`src/rtl/ctc_pkg.sv`:
```
// Package: register map, fields and modes of the capture timer control block
package ctc_pkg;
  localparam logic [3:0] ADDR_CTRL_PRIMARY = 4'h0;
  localparam logic [3:0] ADDR_CTRL_SECONDARY = 4'h1;
  localparam logic [3:0] ADDR_EVENT_CONTROL = 4'h4;
  localparam logic [3:0] ADDR_INT_CONTROL = 4'h5;
  localparam logic [3:0] ADDR_INT_FLAGS = 4'h6;
  localparam logic [3:0] ADDR_STATUS = 4'h7;
  localparam logic [3:0] ADDR_COMPARE = 4'h8;
  localparam logic [3:0] ADDR_CAPTURE = 4'h9;
  localparam logic [3:0] ADDR_COUNT = 4'ha;
  localparam logic [7:0] RESET_BYTE = 8'h00;
  localparam logic [15:0] RESET_WORD = 16'h0000;
  localparam int BIT_ENABLE = 0;
  localparam int BIT_SYNC = 4;
  localparam int BIT_STANDBY = 6;
  localparam int CLOCK_SOURCE_SELECT_LO = 1;
  localparam int BIT_ASYNC = 6;
  localparam int BIT_INIT = 5;
  localparam int BIT_OUTEN = 4;
  localparam int BIT_FILTER = 6;
  localparam int BIT_EDGE = 4;
  localparam int BIT_CAPTEN = 0;
  localparam int FILTER_DEPTH = 4;
  localparam logic [1:0] CLK_UNDIV = 2'h0;
  localparam logic [1:0] CLK_HALF = 2'h1;
  localparam logic [1:0] CLK_COMPANION = 2'h2;
  typedef enum logic [2:0] {
    MODE_PERIODIC = 3'h0,
    MODE_TIMEOUT = 3'h1,
    MODE_CAPTURE = 3'h2,
    MODE_FREQ = 3'h3,
    MODE_WIDTH = 3'h4,
    MODE_FREQ_WIDTH = 3'h5,
    MODE_SINGLE = 3'h6,
    MODE_EIGHT_BIT_PULSE_MOD_MODE = 3'h7
  } ctc_mode_type;
endpackage

```
`src/rtl/ctc_noise_filter.sv`:
```
// Four-sample noise canceller with bypass
module ctc_noise_filter #(
  parameter int DEPTH = 4
) (
  input wire logic clk_i,
  input wire logic rst_i,
  input wire logic enable_i,
  input wire logic event_i,
  output logic level_o
);
  logic [DEPTH-1:0] hist;
  logic held;

  always_ff @(posedge clk_i) begin
    if (rst_i) begin
      hist <= '0;
    end else begin
      hist <= {hist[DEPTH-2:0], event_i};
    end
  end

  // Level passes only after DEPTH equal samples
  always_ff @(posedge clk_i) begin
    if (rst_i) begin
      held <= 1'b0;
    end else if (&hist) begin
      held <= 1'b1;
    end else if (~|hist) begin
      held <= 1'b0;
    end
  end

  assign level_o = enable_i ? held : event_i;
endmodule

```
`src/rtl/ctc_edge_detect.sv`:
```
// Rising and falling edge detector for the event level
module ctc_edge_detect (
  input wire logic clk_i,
  input wire logic rst_i,
  input wire logic level_i,
  output logic rise_o,
  output logic fall_o
);
  logic last;

  always_ff @(posedge clk_i) begin
    if (rst_i) begin
      last <= 1'b0;
    end else begin
      last <= level_i;
    end
  end

  assign rise_o = level_i & ~last;
  assign fall_o = ~level_i & last;
endmodule

```
`src/rtl/ctc_timer.sv`:
```
// Capture timer control: registers, clock select, event actions and output
module ctc_timer #(
  parameter int WIDTH = 16
) (
  input wire logic clk_i,
  input wire logic rst_i,
  input wire logic [3:0] adr_i,
  input wire logic [7:0] dat_i,
  output logic [7:0] dat_o,
  input wire logic we_i,
  input wire logic sel_i,
  input wire logic cyc_i,
  input wire logic stb_i,
  output logic ack_o,
  input wire logic event_i,
  input wire logic companion_tick_i,
  input wire logic companion_restart_i,
  input wire logic standby_i,
  output logic compare_out_o,
  output logic irq_o,
  output logic running_o
);
  logic [7:0] control_primary;
  logic [7:0] control_secondary;
  logic [7:0] event_control;
  logic irq_enable;
  logic event_capture_flag;
  logic [WIDTH-1:0] count;
  logic [WIDTH-1:0] compare;
  logic [WIDTH-1:0] capture;
  logic run;
  logic half_phase;
  logic tick;
  logic fpw_armed;
  logic fpw_captured;
  logic level;
  logic rise;
  logic fall;
  logic sel_edge;
  logic other_edge;
  logic access;
  logic wr;
  logic rd;
  logic ev_ok;
  logic do_start;
  logic do_stop;
  logic do_clear;
  logic do_capture;
  logic do_flag;
  logic at_top;
  logic out_level;
  logic out_set;
  logic cap_mode;
  logic [7:0] next_dat;
  ctc_pkg::ctc_mode_type mode;
  logic [1:0] clk_sel;

  assign mode = ctc_pkg::ctc_mode_type'(control_secondary[2:0]);
  assign clk_sel = control_primary[ctc_pkg::CLOCK_SOURCE_SELECT_LO +: 2];
  assign access = cyc_i & stb_i & ~ack_o;
  assign wr = access & we_i & sel_i;
  assign rd = access & ~we_i;

  // Wishbone slave: ack one cycle after the strobe, dropped the next cycle
  always_ff @(posedge clk_i) begin
    if (rst_i) begin
      ack_o <= 1'b0;
    end else begin
      ack_o <= access;
    end
  end

  always_comb begin
    next_dat = ctc_pkg::RESET_BYTE;
    unique case (adr_i)
      ctc_pkg::ADDR_CTRL_PRIMARY: next_dat = control_primary;
      ctc_pkg::ADDR_CTRL_SECONDARY: next_dat = control_secondary;
      ctc_pkg::ADDR_EVENT_CONTROL: next_dat = event_control;
      ctc_pkg::ADDR_INT_CONTROL: next_dat = {7'h00, irq_enable};
      ctc_pkg::ADDR_INT_FLAGS: next_dat = {7'h00, event_capture_flag};
      ctc_pkg::ADDR_STATUS: next_dat = {7'h00, run};
      ctc_pkg::ADDR_COMPARE: next_dat = compare[7:0];
      ctc_pkg::ADDR_CAPTURE: next_dat = capture[7:0];
      ctc_pkg::ADDR_COUNT: next_dat = count[7:0];
      default: next_dat = ctc_pkg::RESET_BYTE;
    endcase
  end

  always_ff @(posedge clk_i) begin
    if (rst_i) begin
      dat_o <= ctc_pkg::RESET_BYTE;
    end else if (rd) begin
      dat_o <= next_dat;
    end
  end

  always_ff @(posedge clk_i) begin
    if (rst_i) begin
      control_primary <= ctc_pkg::RESET_BYTE;
      control_secondary <= ctc_pkg::RESET_BYTE;
      event_control <= ctc_pkg::RESET_BYTE;
      irq_enable <= 1'b0;
      compare <= ctc_pkg::RESET_WORD;
    end else if (wr) begin
      unique case (adr_i)
        ctc_pkg::ADDR_CTRL_PRIMARY: control_primary <= dat_i & 8'h57;
        ctc_pkg::ADDR_CTRL_SECONDARY: control_secondary <= dat_i & 8'h77;
        ctc_pkg::ADDR_EVENT_CONTROL: event_control <= dat_i & 8'h51;
        ctc_pkg::ADDR_INT_CONTROL: irq_enable <= dat_i[0];
        ctc_pkg::ADDR_COMPARE: compare <= {8'h00, dat_i};
        default: irq_enable <= irq_enable;
      endcase
    end
  end

  // Clock enable tick; the reserved code never ticks
  always_ff @(posedge clk_i) begin
    if (rst_i) begin
      half_phase <= 1'b0;
    end else begin
      half_phase <= ~half_phase;
    end
  end

  always_comb begin
    tick = 1'b0;
    unique case (clk_sel)
      ctc_pkg::CLK_UNDIV: tick = 1'b1;
      ctc_pkg::CLK_HALF: tick = half_phase;
      ctc_pkg::CLK_COMPANION: tick = companion_tick_i;
      default: tick = 1'b0;
    endcase
    // Standby halts unless run-in-standby; companion clock ignores the bit
    if (standby_i && !(control_primary[ctc_pkg::BIT_STANDBY] && clk_sel != ctc_pkg::CLK_COMPANION)) begin
      tick = 1'b0;
    end
    if (!control_primary[ctc_pkg::BIT_ENABLE]) begin
      tick = 1'b0;
    end
  end

  ctc_noise_filter #(.DEPTH(ctc_pkg::FILTER_DEPTH)) u_filter (
    .clk_i(clk_i),
    .rst_i(rst_i),
    .enable_i(event_control[ctc_pkg::BIT_FILTER]),
    .event_i(event_i),
    .level_o(level)
  );

  ctc_edge_detect u_edge (
    .clk_i(clk_i),
    .rst_i(rst_i),
    .level_i(level),
    .rise_o(rise),
    .fall_o(fall)
  );

  assign ev_ok = event_control[ctc_pkg::BIT_CAPTEN] & control_primary[ctc_pkg::BIT_ENABLE];
  assign sel_edge = ev_ok & (event_control[ctc_pkg::BIT_EDGE] ? fall : rise);
  assign other_edge = ev_ok & (event_control[ctc_pkg::BIT_EDGE] ? rise : fall);
  assign at_top = run & tick & (count == compare);
  assign cap_mode = mode inside {ctc_pkg::MODE_CAPTURE, ctc_pkg::MODE_FREQ,
                                 ctc_pkg::MODE_WIDTH, ctc_pkg::MODE_FREQ_WIDTH};

  // Event actions per mode
  always_comb begin
    do_start = 1'b0;
    do_stop = 1'b0;
    do_clear = 1'b0;
    do_capture = 1'b0;
    do_flag = 1'b0;
    unique case (mode)
      ctc_pkg::MODE_PERIODIC, ctc_pkg::MODE_EIGHT_BIT_PULSE_MOD_MODE: begin
        do_flag = at_top;
      end
      ctc_pkg::MODE_TIMEOUT: begin
        do_start = sel_edge;
        do_stop = other_edge;
        do_flag = at_top;
      end
      ctc_pkg::MODE_CAPTURE: begin
        do_capture = sel_edge;
        do_flag = sel_edge;
      end
      ctc_pkg::MODE_FREQ: begin
        do_capture = sel_edge;
        do_clear = sel_edge;
        do_start = sel_edge;
        do_flag = sel_edge;
      end
      ctc_pkg::MODE_WIDTH: begin
        do_clear = sel_edge;
        do_start = sel_edge;
        do_capture = other_edge;
        do_flag = other_edge;
      end
      ctc_pkg::MODE_FREQ_WIDTH: begin
        if (sel_edge && !fpw_armed) begin
          do_clear = 1'b1;
          do_start = 1'b1;
        end else if (other_edge && fpw_armed && !fpw_captured) begin
          do_capture = 1'b1;
        end else if (sel_edge && fpw_captured) begin
          do_stop = 1'b1;
          do_flag = 1'b1;
        end
      end
      ctc_pkg::MODE_SINGLE: begin
        do_start = sel_edge & ~run;
        do_stop = at_top;
        do_flag = at_top;
      end
    endcase
  end

  // Combined-mode sequence tracking
  always_ff @(posedge clk_i) begin
    if (rst_i || mode != ctc_pkg::MODE_FREQ_WIDTH) begin
      fpw_armed <= 1'b0;
      fpw_captured <= 1'b0;
    end else if (do_clear) begin
      fpw_armed <= 1'b1;
      fpw_captured <= 1'b0;
    end else if (do_capture) begin
      fpw_captured <= 1'b1;
    end else if (do_stop) begin
      fpw_armed <= 1'b0;
      fpw_captured <= 1'b0;
    end
  end

  // Run state: free-running modes run whenever enabled
  always_ff @(posedge clk_i) begin
    if (rst_i || !control_primary[ctc_pkg::BIT_ENABLE]) begin
      run <= 1'b0;
    end else if (mode inside {ctc_pkg::MODE_PERIODIC, ctc_pkg::MODE_EIGHT_BIT_PULSE_MOD_MODE, ctc_pkg::MODE_CAPTURE}) begin
      run <= 1'b1;
    end else if (do_stop) begin
      run <= 1'b0;
    end else if (do_start) begin
      run <= 1'b1;
    end
  end

  always_ff @(posedge clk_i) begin
    if (rst_i) begin
      count <= ctc_pkg::RESET_WORD;
    end else if (do_clear || (control_primary[ctc_pkg::BIT_SYNC] && companion_restart_i)) begin
      count <= ctc_pkg::RESET_WORD;
    end else if (tick && run) begin
      count <= (count == compare && !cap_mode) ? ctc_pkg::RESET_WORD : count + 1'b1;
    end
  end

  always_ff @(posedge clk_i) begin
    if (rst_i) begin
      capture <= ctc_pkg::RESET_WORD;
    end else if (do_capture) begin
      capture <= count;
    end
  end

  // Set wins over clear
  always_ff @(posedge clk_i) begin
    if (rst_i) begin
      event_capture_flag <= 1'b0;
    end else if (do_flag) begin
      event_capture_flag <= 1'b1;
    end else if ((wr && adr_i == ctc_pkg::ADDR_INT_FLAGS && dat_i[0])
                 || (rd && adr_i == ctc_pkg::ADDR_CAPTURE && cap_mode)) begin
      event_capture_flag <= 1'b0;
    end
  end

  // Output level: single-shot high from start, falls at the stop only in async mode, which rises on the event itself
  always_comb begin
    out_set = 1'b0;
    if (mode == ctc_pkg::MODE_SINGLE) begin
      out_set = control_secondary[ctc_pkg::BIT_ASYNC] ? do_start : (do_start && tick);
    end
  end

  always_ff @(posedge clk_i) begin
    if (rst_i || !control_primary[ctc_pkg::BIT_ENABLE]) begin
      out_level <= rst_i ? 1'b0 : control_secondary[ctc_pkg::BIT_INIT];
    end else if (out_set || (mode == ctc_pkg::MODE_SINGLE && run && !control_secondary[ctc_pkg::BIT_ASYNC])) begin
      out_level <= 1'b1;
    end else if (mode == ctc_pkg::MODE_SINGLE && do_stop) begin
      out_level <= 1'b0;
    end else if (mode == ctc_pkg::MODE_EIGHT_BIT_PULSE_MOD_MODE) begin
      out_level <= (count[7:0] < compare[7:0]);
    end
  end

  always_ff @(posedge clk_i) begin
    if (rst_i) begin
      compare_out_o <= 1'b0;
      irq_o <= 1'b0;
      running_o <= 1'b0;
    end else begin
      compare_out_o <= control_secondary[ctc_pkg::BIT_OUTEN] & out_level;
      irq_o <= irq_enable & event_capture_flag;
      running_o <= run;
    end
  end

  a_out_gated: assert property (@(posedge clk_i) disable iff (rst_i)
    !$past(control_secondary[ctc_pkg::BIT_OUTEN]) |-> !compare_out_o)
    else $error("output not held low when disabled");
  a_irq_follow: assert property (@(posedge clk_i) disable iff (rst_i)
    irq_enable && event_capture_flag |=> irq_o)
    else $error("irq not raised");
  a_flag_event_capture: assert property (@(posedge clk_i) disable iff (rst_i)
    mode == ctc_pkg::MODE_CAPTURE && sel_edge |=> event_capture_flag && capture == $past(count))
    else $error("capture edge lost");
  a_no_event: assert property (@(posedge clk_i) disable iff (rst_i)
    !event_control[ctc_pkg::BIT_CAPTEN] |-> !do_capture && !do_start)
    else $error("event acted while disabled");
  a_disabled_idle: assert property (@(posedge clk_i) disable iff (rst_i)
    !control_primary[ctc_pkg::BIT_ENABLE] |=> !run)
    else $error("ran while disabled");
  a_freq_clear: assert property (@(posedge clk_i) disable iff (rst_i)
    mode == ctc_pkg::MODE_FREQ && sel_edge |=> count == 16'h0000 && event_capture_flag)
    else $error("frequency edge did not clear");
  // An edge in periodic or eight-bit pulse-modulation mode must leave the count on its plain increment path
  a_periodic_deaf: assert property (@(posedge clk_i) disable iff (rst_i)
    mode inside {ctc_pkg::MODE_PERIODIC, ctc_pkg::MODE_EIGHT_BIT_PULSE_MOD_MODE} && (rise || fall) && run && tick
    && count != compare && !(control_primary[ctc_pkg::BIT_SYNC] && companion_restart_i)
    |=> count == $past(count) + 16'h0001 && capture == $past(capture))
    else $error("event acted in free-run mode");
  a_flag_wclear: assert property (@(posedge clk_i) disable iff (rst_i)
    wr && adr_i == ctc_pkg::ADDR_INT_FLAGS && dat_i[0] && !do_flag |=> !event_capture_flag)
    else $error("flag not cleared");
  c_capture: cover property (@(posedge clk_i) mode == ctc_pkg::MODE_CAPTURE && do_capture);
  c_fpw_stop: cover property (@(posedge clk_i) mode == ctc_pkg::MODE_FREQ_WIDTH && do_stop);
  c_single: cover property (@(posedge clk_i) mode == ctc_pkg::MODE_SINGLE && do_start);
endmodule

```
`config.mk`:
```
export PLATFORM = sky130hd
export DESIGN_NAME = ctc_timer
export DESIGN_NICKNAME = d
export VERILOG_FILES = /design/src/rtl/ctc_pkg.sv /design/src/rtl/ctc_noise_filter.sv /design/src/rtl/ctc_edge_detect.sv /design/src/rtl/ctc_timer.sv
export SDC_FILE = /design/constraint.sdc
export NUM_CORES = 1
export LEC_CHECK = 0
export ABC_AREA = 1
export BUFFER_PORTS_ARGS = -buffer_cell sky130_fd_sc_hd__buf_2
export CAP_MARGIN = 40
export CORE_MARGIN = 5
export CORE_UTILIZATION = 64
export CTS_CLUSTER_SIZE = 8
export DETAILED_ROUTE_END_ITERATION = 16
export PLACE_DENSITY = 0.85
export SETUP_SLACK_MARGIN = 0.3
export SLEW_MARGIN = 20
export SYNTH_ARGS = -nofsm -noshare
export SYNTH_HDL_FRONTEND = slang
export SYNTH_SLANG_ARGS = --single-unit
```
`constraint.sdc`:
```
create_clock -name clk_i -period 2.49 [get_ports clk_i]
set_input_delay 0 -clock clk_i [delete_from_list [all_inputs] [get_ports clk_i]]
set_output_delay 0 -clock clk_i [all_outputs]
set_load 0.05 [all_outputs]
```
==> results of run 1 <==
[worst max-delay path, stage by stage, from the launching register on]
cell     delay, ns
dfxtp_1       0.41
ha_1          0.33
nand2_1       0.07
nor2_1        0.15
nand2_1       0.07
nor2_1        0.16
nand2_1       0.07
nor2_1        0.12
or2_1         0.36
nor2_2        0.06
[area by class of cell]
type	count	area (um^2)
tap	72	90.1
antenna	1	2.50
multi-input combinational	368	1850
timing repair buffer	46	288
fill	427	1350
inverter	79	297
clock inverter	5	57.6
sequential	71	1430
clock buffer	11	141
[layout by cell type, fill, tap and decap left out, drive strengths merged]
cell type | netlist | routed
a21oi | 58 | 58
o221ai | 1 | 1
diode | 0 | 1
o21ai | 51 | 51
clkinv | 1 | 5
bufinv | 0 | 1
o21a | 1 | 1
nor3 | 10 | 10
xor2 | 6 | 6
edfxtp | 1 | 1
or2 | 2 | 2
nand2 | 101 | 101
dlygate4sd3 | 0 | 10
clkbuf | 8 | 11
ha | 11 | 11
o31ai | 4 | 4
nor2 | 68 | 68
dfxtp | 70 | 70
a31oi | 1 | 1
xnor2 | 1 | 1
inv | 78 | 78
o22ai | 7 | 7
nand3 | 30 | 30
nand4 | 12 | 12
nor4 | 3 | 3
buf | 4 | 36
nand2b | 1 | 1
[layer usage]
layer  track usage (%)  routed length (um)  up-vias
li1                  -                   -     1830
met1              37.3                4160     1646
met2              42.2                4260      187
met3              4.66                 844       29
met4              14.0                 318        0
met5                 0                   0        -
[state kept, by name (all words and copies together) (netlist names), 3 cells and up]
register / flops
u_filter.hist: 4
capture: 8
compare: 8
dat_o: 8
control_primary: 5
count: 16
event_control: 3
control_secondary: 6
[cell families after synthesis]
group	share of synthesized area [%]
AO/OA/AOI/OAI	17.8
adder cells (fa/ha/maj)	3.79
XOR/XNOR	1.69
buffers and inverters	9.71
flip-flops	39.4
AND/OR/NAND/NOR	27.7
[power groups by stage]
stage	clock, mW	sequential, mW	combinational, mW
3_5_place_dp	0	1.17	0.101
6_report	0.939	1.15	0.117
3_3_place_gp	0	1.17	0.0995
4_1_cts	0.937	1.15	0.114
5_1_grt	0.993	1.15	0.129
2_1_floorplan	0	1.17	0.0598
[path summary, 6_finish.rpt]
kind                        end            startpoint  slack [ns]
min          control_primary[2]              dat_i[2]        0.01
max                    count[5]              count[6]        0.57
max reg2reg            count[5]              count[6]        0.57
min reg2reg       compare_out_o  control_secondary[4]        0.43
==> impl_metrics.json, run 1 <==
{
  "status": "complete, no violations",
  "design_area_um2": 4160,
  "gp_congestion": 0.884,
  "finalWorstSetupSlack_ns": 0.573,
  "ys_top_cells_by_count": "nand2_1, inv_1, dfxtp_1",
  "chipWidth_um": 85.3,
  "cell_internal_pwr_mw": 1.68,
  "antenna_found_initial": 0,
  "stdcell_count": 653,
  "dieArea_um2": 7280,
  "core.rowCount": 27,
  "combinationalPowerShare_pct": 5.3,
  "max_freq_mhz": 522,
  "drive_gt1_share_pct": 12.6,
  "path_max_fanout": 8,
  "cts_sinks": 71,
  "cts_buffers": 9,
  "preCtsSetupSlack_ns": 0.585,
  "clockPowerShare_pct": 42.6,
  "ir_worst_vdd_v": 0.000331,
  "power_switching_mw": 0.528,
  "vias": 3692,
  "ys_ff_latch": 71,
  "setup.worst_path.class": "flip-flop to flip-flop",
  "clock_latency_ns": 0.35,
  "start_util_pct": 66.0,
  "p_sw_share_pct": 24.0,
  "p_per_area_nw_per_um2": 530,
  "drc": 0,
  "tightest_slew_ns": 0.518,
  "core_area_um2": 5510,
  "synth_edf_count": 1,
  "synth_warnings": 0,
  "synth_area_leader_cell": "dfxtp_1",
  "layout_min_cycle_time_ns": 1.92,
  "synth_cells": 530,
  "synth.distinct_cells": 34,
  "cp.required_ns": 2.72,
  "slew_viol_final": 0,
  "syn_nets": 563,
  "crit_arrival_ns": 2.15,
  "routedWlPerCell_um": 14.7,
  "startpoint_type": "flip-flop",
  "post-route-util_pct": 75.5,
  "tritoncts": "built",
  "synthToLayoutAreaGrowth_pct": 14.4,
  "async_flop_share_pct": 0,
  "cts-resized-gates": 0,
  "yosysMostFrequentCell": "nand2_1",
  "grt_pass1_wl_um": 16100,
  "seq_area_frac_synth_pct": 39.4,
  "grt_pass1_vias": 3399,
  "setup_viol": 0,
  "p_leak_nw": 1.74,
  "grt_start_max_net_pins": 35,
  "skew_ns": 0.0117,
  "min_delay_path_depth": 3,
  "drtIter0Drc": 444,
  "postCtsSetupRepairBufs": 0,
  "hold_viol": 0,
  "nets": 608,
  "io_buffer_count": 33,
  "hold_class": "input port to flip-flop",
  "cts.reportedPaths.clkPinSlew_ns": 0.08,
  "timing.hold.ws_ns": 0.0125,
  "end_kind": "flip-flop",
  "cts-root-buf": "clkbuf_8",
  "overflow": 0,
  "dpl_cell_area_um2": 3850,
  "total_power_mw": 2.20,
  "rsz0062_at_grt": "no",
  "io_pins": 34,
  "synth_area_leaders": "dfxtp_1, nand2_1, a21oi_1",
  "hpwl_um": 7070,
  "die_height_um": 85.3,
  "seqPwrFrac_pct": 52.1,
  "htree_num_levels": 3,
  "period_share_pct": 77.0,
  "maxCapViolations": 0,
  "cts_buffer_depth": 2,
  "r2r_cells": 9,
  "ant_nets": 0,
  "max_slew_margin_pct": 65.4,
  "setup_tns_ns": 0,
  "placed_cells": 626,
  "grtUsageTotal_pct": 27.6,
  "route.final.wire_length_um": 9580,
  "avgViaCountPerCell": 5.65,
  "cts_hold_buffers": 10,
  "synth_area_um2": 3630,
  "synth_top_area_share_pct": 38.6,
  "synth_ff_type": "dfxtp_1",
  "dr.pass1.iters": 6,
  "synth_area_per_cell_um2": 6.86
}
No activity file was read; power rests on OpenSTA's default activity.
==> inputs of run 2 (changes only) <==
CORE_UTILIZATION = 59   (was 64)
PLACE_DENSITY = 0.79   (was 0.85)
clock period = 1.8 ns   (was 2.49 ns; I/O delays follow)
==> impl_metrics.json, run 2 (synthesized netlist as in run 1, its figures left out) <==
{
  "largest_reg_flops": 16,
  "avgViaCountPerCell": 5.78,
  "gp_congestion": 0.974,
  "stdcell_count": 688,
  "max_slew_margin_pct": 71.1,
  "grt_pass1_vias": 3667,
  "cts_buffers": 9,
  "route.final.wire_length_um": 11300,
  "p_leak_nw": 1.97,
  "grtUsageTotal_pct": 28.6,
  "hold_class": "input port to flip-flop",
  "cts-root-buf": "clkbuf_8",
  "dieArea_um2": 7830,
  "hold_viol": 0,
  "cts_buffer_depth": 2,
  "ir_worst_vdd_v": 0.000517,
  "htree_num_levels": 3,
  "hpwl_um": 7580,
  "rsz0062_at_grt": "yes",
  "core.rowCount": 28,
  "max_freq_mhz": 584,
  "num_antenna_cells": 0,
  "grt_pass1_wl_um": 16900,
  "setup_viol": 0,
  "clock_latency_ns": 0.36,
  "path_max_fanout": 7,
  "top_register": "count",
  "maxCapViolations": 0,
  "drive_gt1_share_pct": 29.7,
  "core_area_um2": 5960,
  "setup.worst_path.class": "flip-flop to flip-flop",
  "die_height_um": 88.5,
  "cp.required_ns": 2.06,
  "final_common_cell": "nand2_1",
  "crit_arrival_ns": 1.97,
  "drc": 0,
  "post-route-util_pct": 79.8,
  "p_per_area_nw_per_um2": 648,
  "drtIter0Drc": 395,
  "io_buffer_count": 33,
  "tritoncts": "built",
  "grt_start_max_net_pins": 26,
  "overflow": 0,
  "slew_viol_final": 0,
  "layout_min_cycle_time_ns": 1.71,
  "nets": 641,
  "synthToLayoutAreaGrowth_pct": 30.8,
  "end_kind": "flip-flop",
  "period_share_pct": 95.1,
  "final_cell_mix": "nand2_1, inv_1, a21oi_1, nor2_1, dfxtp_1",
  "routedWlPerCell_um": 16.4,
  "antenna_found_initial": 0,
  "start_util_pct": 61.0,
  "cts.reportedPaths.clkPinSlew_ns": 0.08,
  "startpoint_type": "flip-flop",
  "cts_sinks": 71,
  "dr.pass1.iters": 5,
  "skew_ns": 0.00966,
  "tightest_slew_ns": 0.433,
  "vias": 3975,
  "placed_cells": 647,
  "chipWidth_um": 88.5,
  "status": "complete, no violations",
  "ant_nets": 0,
  "io_pins": 34
}
==> run 2: cell count changes in the layout (fill, tap and decap cells not counted), moves of 6 or more <==
cell and change:
o21ai_0 -10, dfxtp_1 -23, inv_1 -10, ha_4 +7, ha_1 -7, nor2_2 +6
dfxtp_2 +19, nand2_1 -9, nor2_1 -8, nand2_2 +7, inv_2 +8, buf_4 +27
==> run 2: layout make-up <==
cell class / count / area, um^2
Inverter: 79 / 302
Timing Repair Buffer: 79 / 574
Sequential cell: 71 / 1470
Tap cell: 75 / 93.8
Clock buffer: 11 / 141
Multi-Input combinational cell: 368 / 2110
Fill cell: 407 / 1200
Clock inverter: 5 / 57.6
==> run 2: critical path, stage by stage, from the launching register on <==
cell,delay (ns)
dfxtp_2,0.37
ha_4,0.29
nand2_4,0.06
nor2_2,0.11
nand2_1,0.08
nor2_2,0.15
nand2_1,0.08
nor2_2,0.12
or2_1,0.16
buf_12,0.13
nor2_2,0.04
==> run 2: final timing paths <==
check / cells after the start / startpoint / slack (ns) / endpoint
hold / removal: 5 / adr_i[0] / 0.06 / irq_enable
setup reg to reg: 10 / count[3] / 0.09 / count[2]
hold reg to reg: 1 / half_phase / 0.43 / half_phase
setup / recovery: 10 / count[3] / 0.09 / count[2]
==> run 2: what timing repair did <==
item                                    in CTS  in global routing
resized for setup                           47                 48
hold buffers                                11                  0
pin swaps                                   23                 19
endpoints found under the hold margin       21                  0
endpoints found under the setup margin      20                 36
buffers inserted                             9                  5
==> run 2: metal layers <==
metal  GRT usage [%]  routed length, um  part of all wire, %
met2            48.1               5470                   49
met4            17.9                518                  4.6
met1            33.5               4360                   39
met3            5.31                905                  8.0
met5               0                  0                    0
==> run 2: through the flow <==
stage                     instance area (um^2)  setup slack (ns)  power, mW  hold WS, ns  TNS [ns]
after floorplan                           3670             0.256       1.71       0.0827         0
after global placement                    4050             0.133       1.77        0.240         0
after detailed placement                  4050            0.0834       1.78        0.248         0
after CTS                                 4570             0.147       3.07       0.0567         0
after global routing                      4750           -0.0402       3.16        0.102    -0.255
final                                     4750            0.0883       3.08       0.0625         0
==> run 2: power by group <==
group,internal [mW],switching [mW]
clock,0.678,0.630
combinational,0.0748,0.116
sequential,1.58,0.00620
total,2.33,0.753
==> inputs of run 3 (changes only) <==
CORE_UTILIZATION = 40   (was 59)
PLACE_DENSITY = not set   (was 0.79)
==> impl_metrics.json, run 3 (synthesized netlist as in run 1, its figures left out) <==
{
  "status": "complete, no violations",
  "cp_common_cell": "nand2_1",
  "p_leak_nw": 2.02,
  "drtIter0Drc": 179,
  "nets": 650,
  "tritoncts": "built",
  "max_freq_mhz": 596,
  "clock_latency_ns": 0.36,
  "start_util_pct": 41.3,
  "core.rowCount": 34,
  "placed_cells": 683,
  "htree_num_levels": 3,
  "crit_arrival_ns": 1.80,
  "tightest_slew_ns": 0.385,
  "p_per_area_nw_per_um2": 628,
  "worst_r2r_endpoint": "out_level",
  "cp_cell_sequence": "inv_2 -> ha_4 -> nand2_4 -> nor2_2 -> nand2_1 -> nor2_2 -> nand3_2 -> nand2_2 -> nand3_2 -> nand2_1 -> nand2_1",
  "io_buffer_count": 33,
  "cp.required_ns": 1.92,
  "top_register": "count",
  "stdcell_count": 730,
  "skew_ns": 0.00997,
  "cts_buffer_depth": 2,
  "core_area_um2": 8810,
  "path_max_fanout": 3,
  "grt_pass1_wl_um": 17200,
  "setup_viol": 0,
  "avgViaCountPerCell": 5.17,
  "timing.hold.ws_ns": 0.0225,
  "vias": 3772,
  "largest_reg_flops": 16,
  "path_depth": 11,
  "hold_class": "input port to flip-flop",
  "rsz0062_at_grt": "yes",
  "grt_pass1_vias": 3535,
  "startpoint_type": "flip-flop",
  "drc": 0,
  "synthToLayoutAreaGrowth_pct": 34.4,
  "layout_min_cycle_time_ns": 1.68,
  "max_slew_margin_pct": 74.1,
  "grt_start_max_net_pins": 26,
  "chipWidth_um": 105,
  "gp_congestion": 0.889,
  "dieArea_um2": 11100,
  "hpwl_um": 7920,
  "end_kind": "flip-flop",
  "period_share_pct": 93.2,
  "io_pins": 34,
  "r2r_cells": 11,
  "final_common_cell": "nand2_1",
  "final_cell_mix": "nand2_1, inv_1, a21oi_1, dfxtp_1, nor2_1",
  "slew_viol_final": 0,
  "dr.pass1.iters": 4,
  "worstHoldEndpoint": "control_secondary[6]",
  "worstReg2RegStart": "compare[3]",
  "min_delay_path_depth": 3,
  "cts_sinks": 71,
  "maxCapViolations": 0,
  "total_power_mw": 3.07,
  "max_stage_delay_ns": 0.33,
  "cts_buffers": 9,
  "cts.reportedPaths.clkPinSlew_ns": 0.08,
  "cp_slowest_cell": "dfxtp_2",
  "antenna_found_initial": 0,
  "cts-root-buf": "clkbuf_8",
  "setup.worst_path.class": "flip-flop to flip-flop",
  "worstHoldStart": "dat_i[6]",
  "setup_tns_ns": 0,
  "ant_nets": 0,
  "path_delay_family": "simple AND/OR/NAND/NOR gates",
  "die_height_um": 105,
  "num_antenna_cells": 0,
  "critPathBufInv": 1,
  "drive_gt1_share_pct": 31.5,
  "route.final.wire_length_um": 11100,
  "hold_viol": 0,
  "grtUsageTotal_pct": 19.5,
  "r2r_setup_slack_ns": 0.12,
  "ir_worst_vdd_v": 0.000396,
  "routedWlPerCell_um": 15.2,
  "overflow": 0
}
run 3: cell types whose count changed in the layout (fill, tap and decap cells not counted), moves of 3 or more:
cell and delta:
a21oi_2 +3, buf_4 +5, inv_2 +3, dfxtp_1 +5, buf_6 +4, nand2_1 -6, dfxtp_2 -5, nand2_2 +4
run 3: cell type report:
type,instances,area (um^2)
well taps,108,135
repair buffers,88,647
inverters,79,299
fillers,840,3920
multi-input cells,368,2140
clock inverters,7,73.8
clock buffers,9,124
flip-flops and latches,71,1460
run 3: worst max-delay path by stage:
stage          slack (ns)       start        end
4_1_cts              0.14  compare[7]   count[5]
5_1_grt              0.02  compare[3]  out_level
3_5_place_dp         0.04    count[2]  out_level
3_3_place_gp         0.12  compare[6]  out_level
6_report             0.12  compare[3]  out_level
2_1_floorplan        0.26    count[7]  out_level
run 3: where the power goes:
| group | switching (mW) | internal [mW] | total (mW) |
|---|---|---|---|
| Clock | 0.649 | 0.642 | 1.29 |
| Combinational | 0.117 | 0.0787 | 0.195 |
| Sequential | 0.00583 | 1.58 | 1.58 |
run 3: layer usage:
metal	vias to the layer above	global-route usage (%)	share of wire [%]
met2	103	33.6	49
li1	1915	-	-
met1	1740	24.4	44
met4	0	5.15	1.3
met5	-	0	0
met3	14	4.89	5.0
run 3: through the flow:
stage | setup slack (ns) | area (um^2) | util [%]
after floorplan | 0.256 | 3670 | -
after global placement | 0.123 | 4100 | 46.6
after detailed placement | 0.0424 | 4100 | 46.6
after CTS | 0.138 | 4620 | 52.5
after global routing | 0.0196 | 4880 | 55.5
final | 0.122 | 4880 | 55.5
run 3: timing repair:
item,in CTS,in global routing
hold endpoints to repair,22,0
resized for setup,41,61
buffers inserted,7,12
pin swaps,14,24
hold buffers,12,0
endpoints found under the setup margin,30,41
run 3: worst register-to-register path, delay by kind of cell (launching register included):
kind                     cells  cell delay [ns]
flip-flops                   1             0.33
AND/OR/NAND/NOR              9             0.78
buffers and inverters        1             0.05
adder cells (fa/ha/maj)      1             0.28
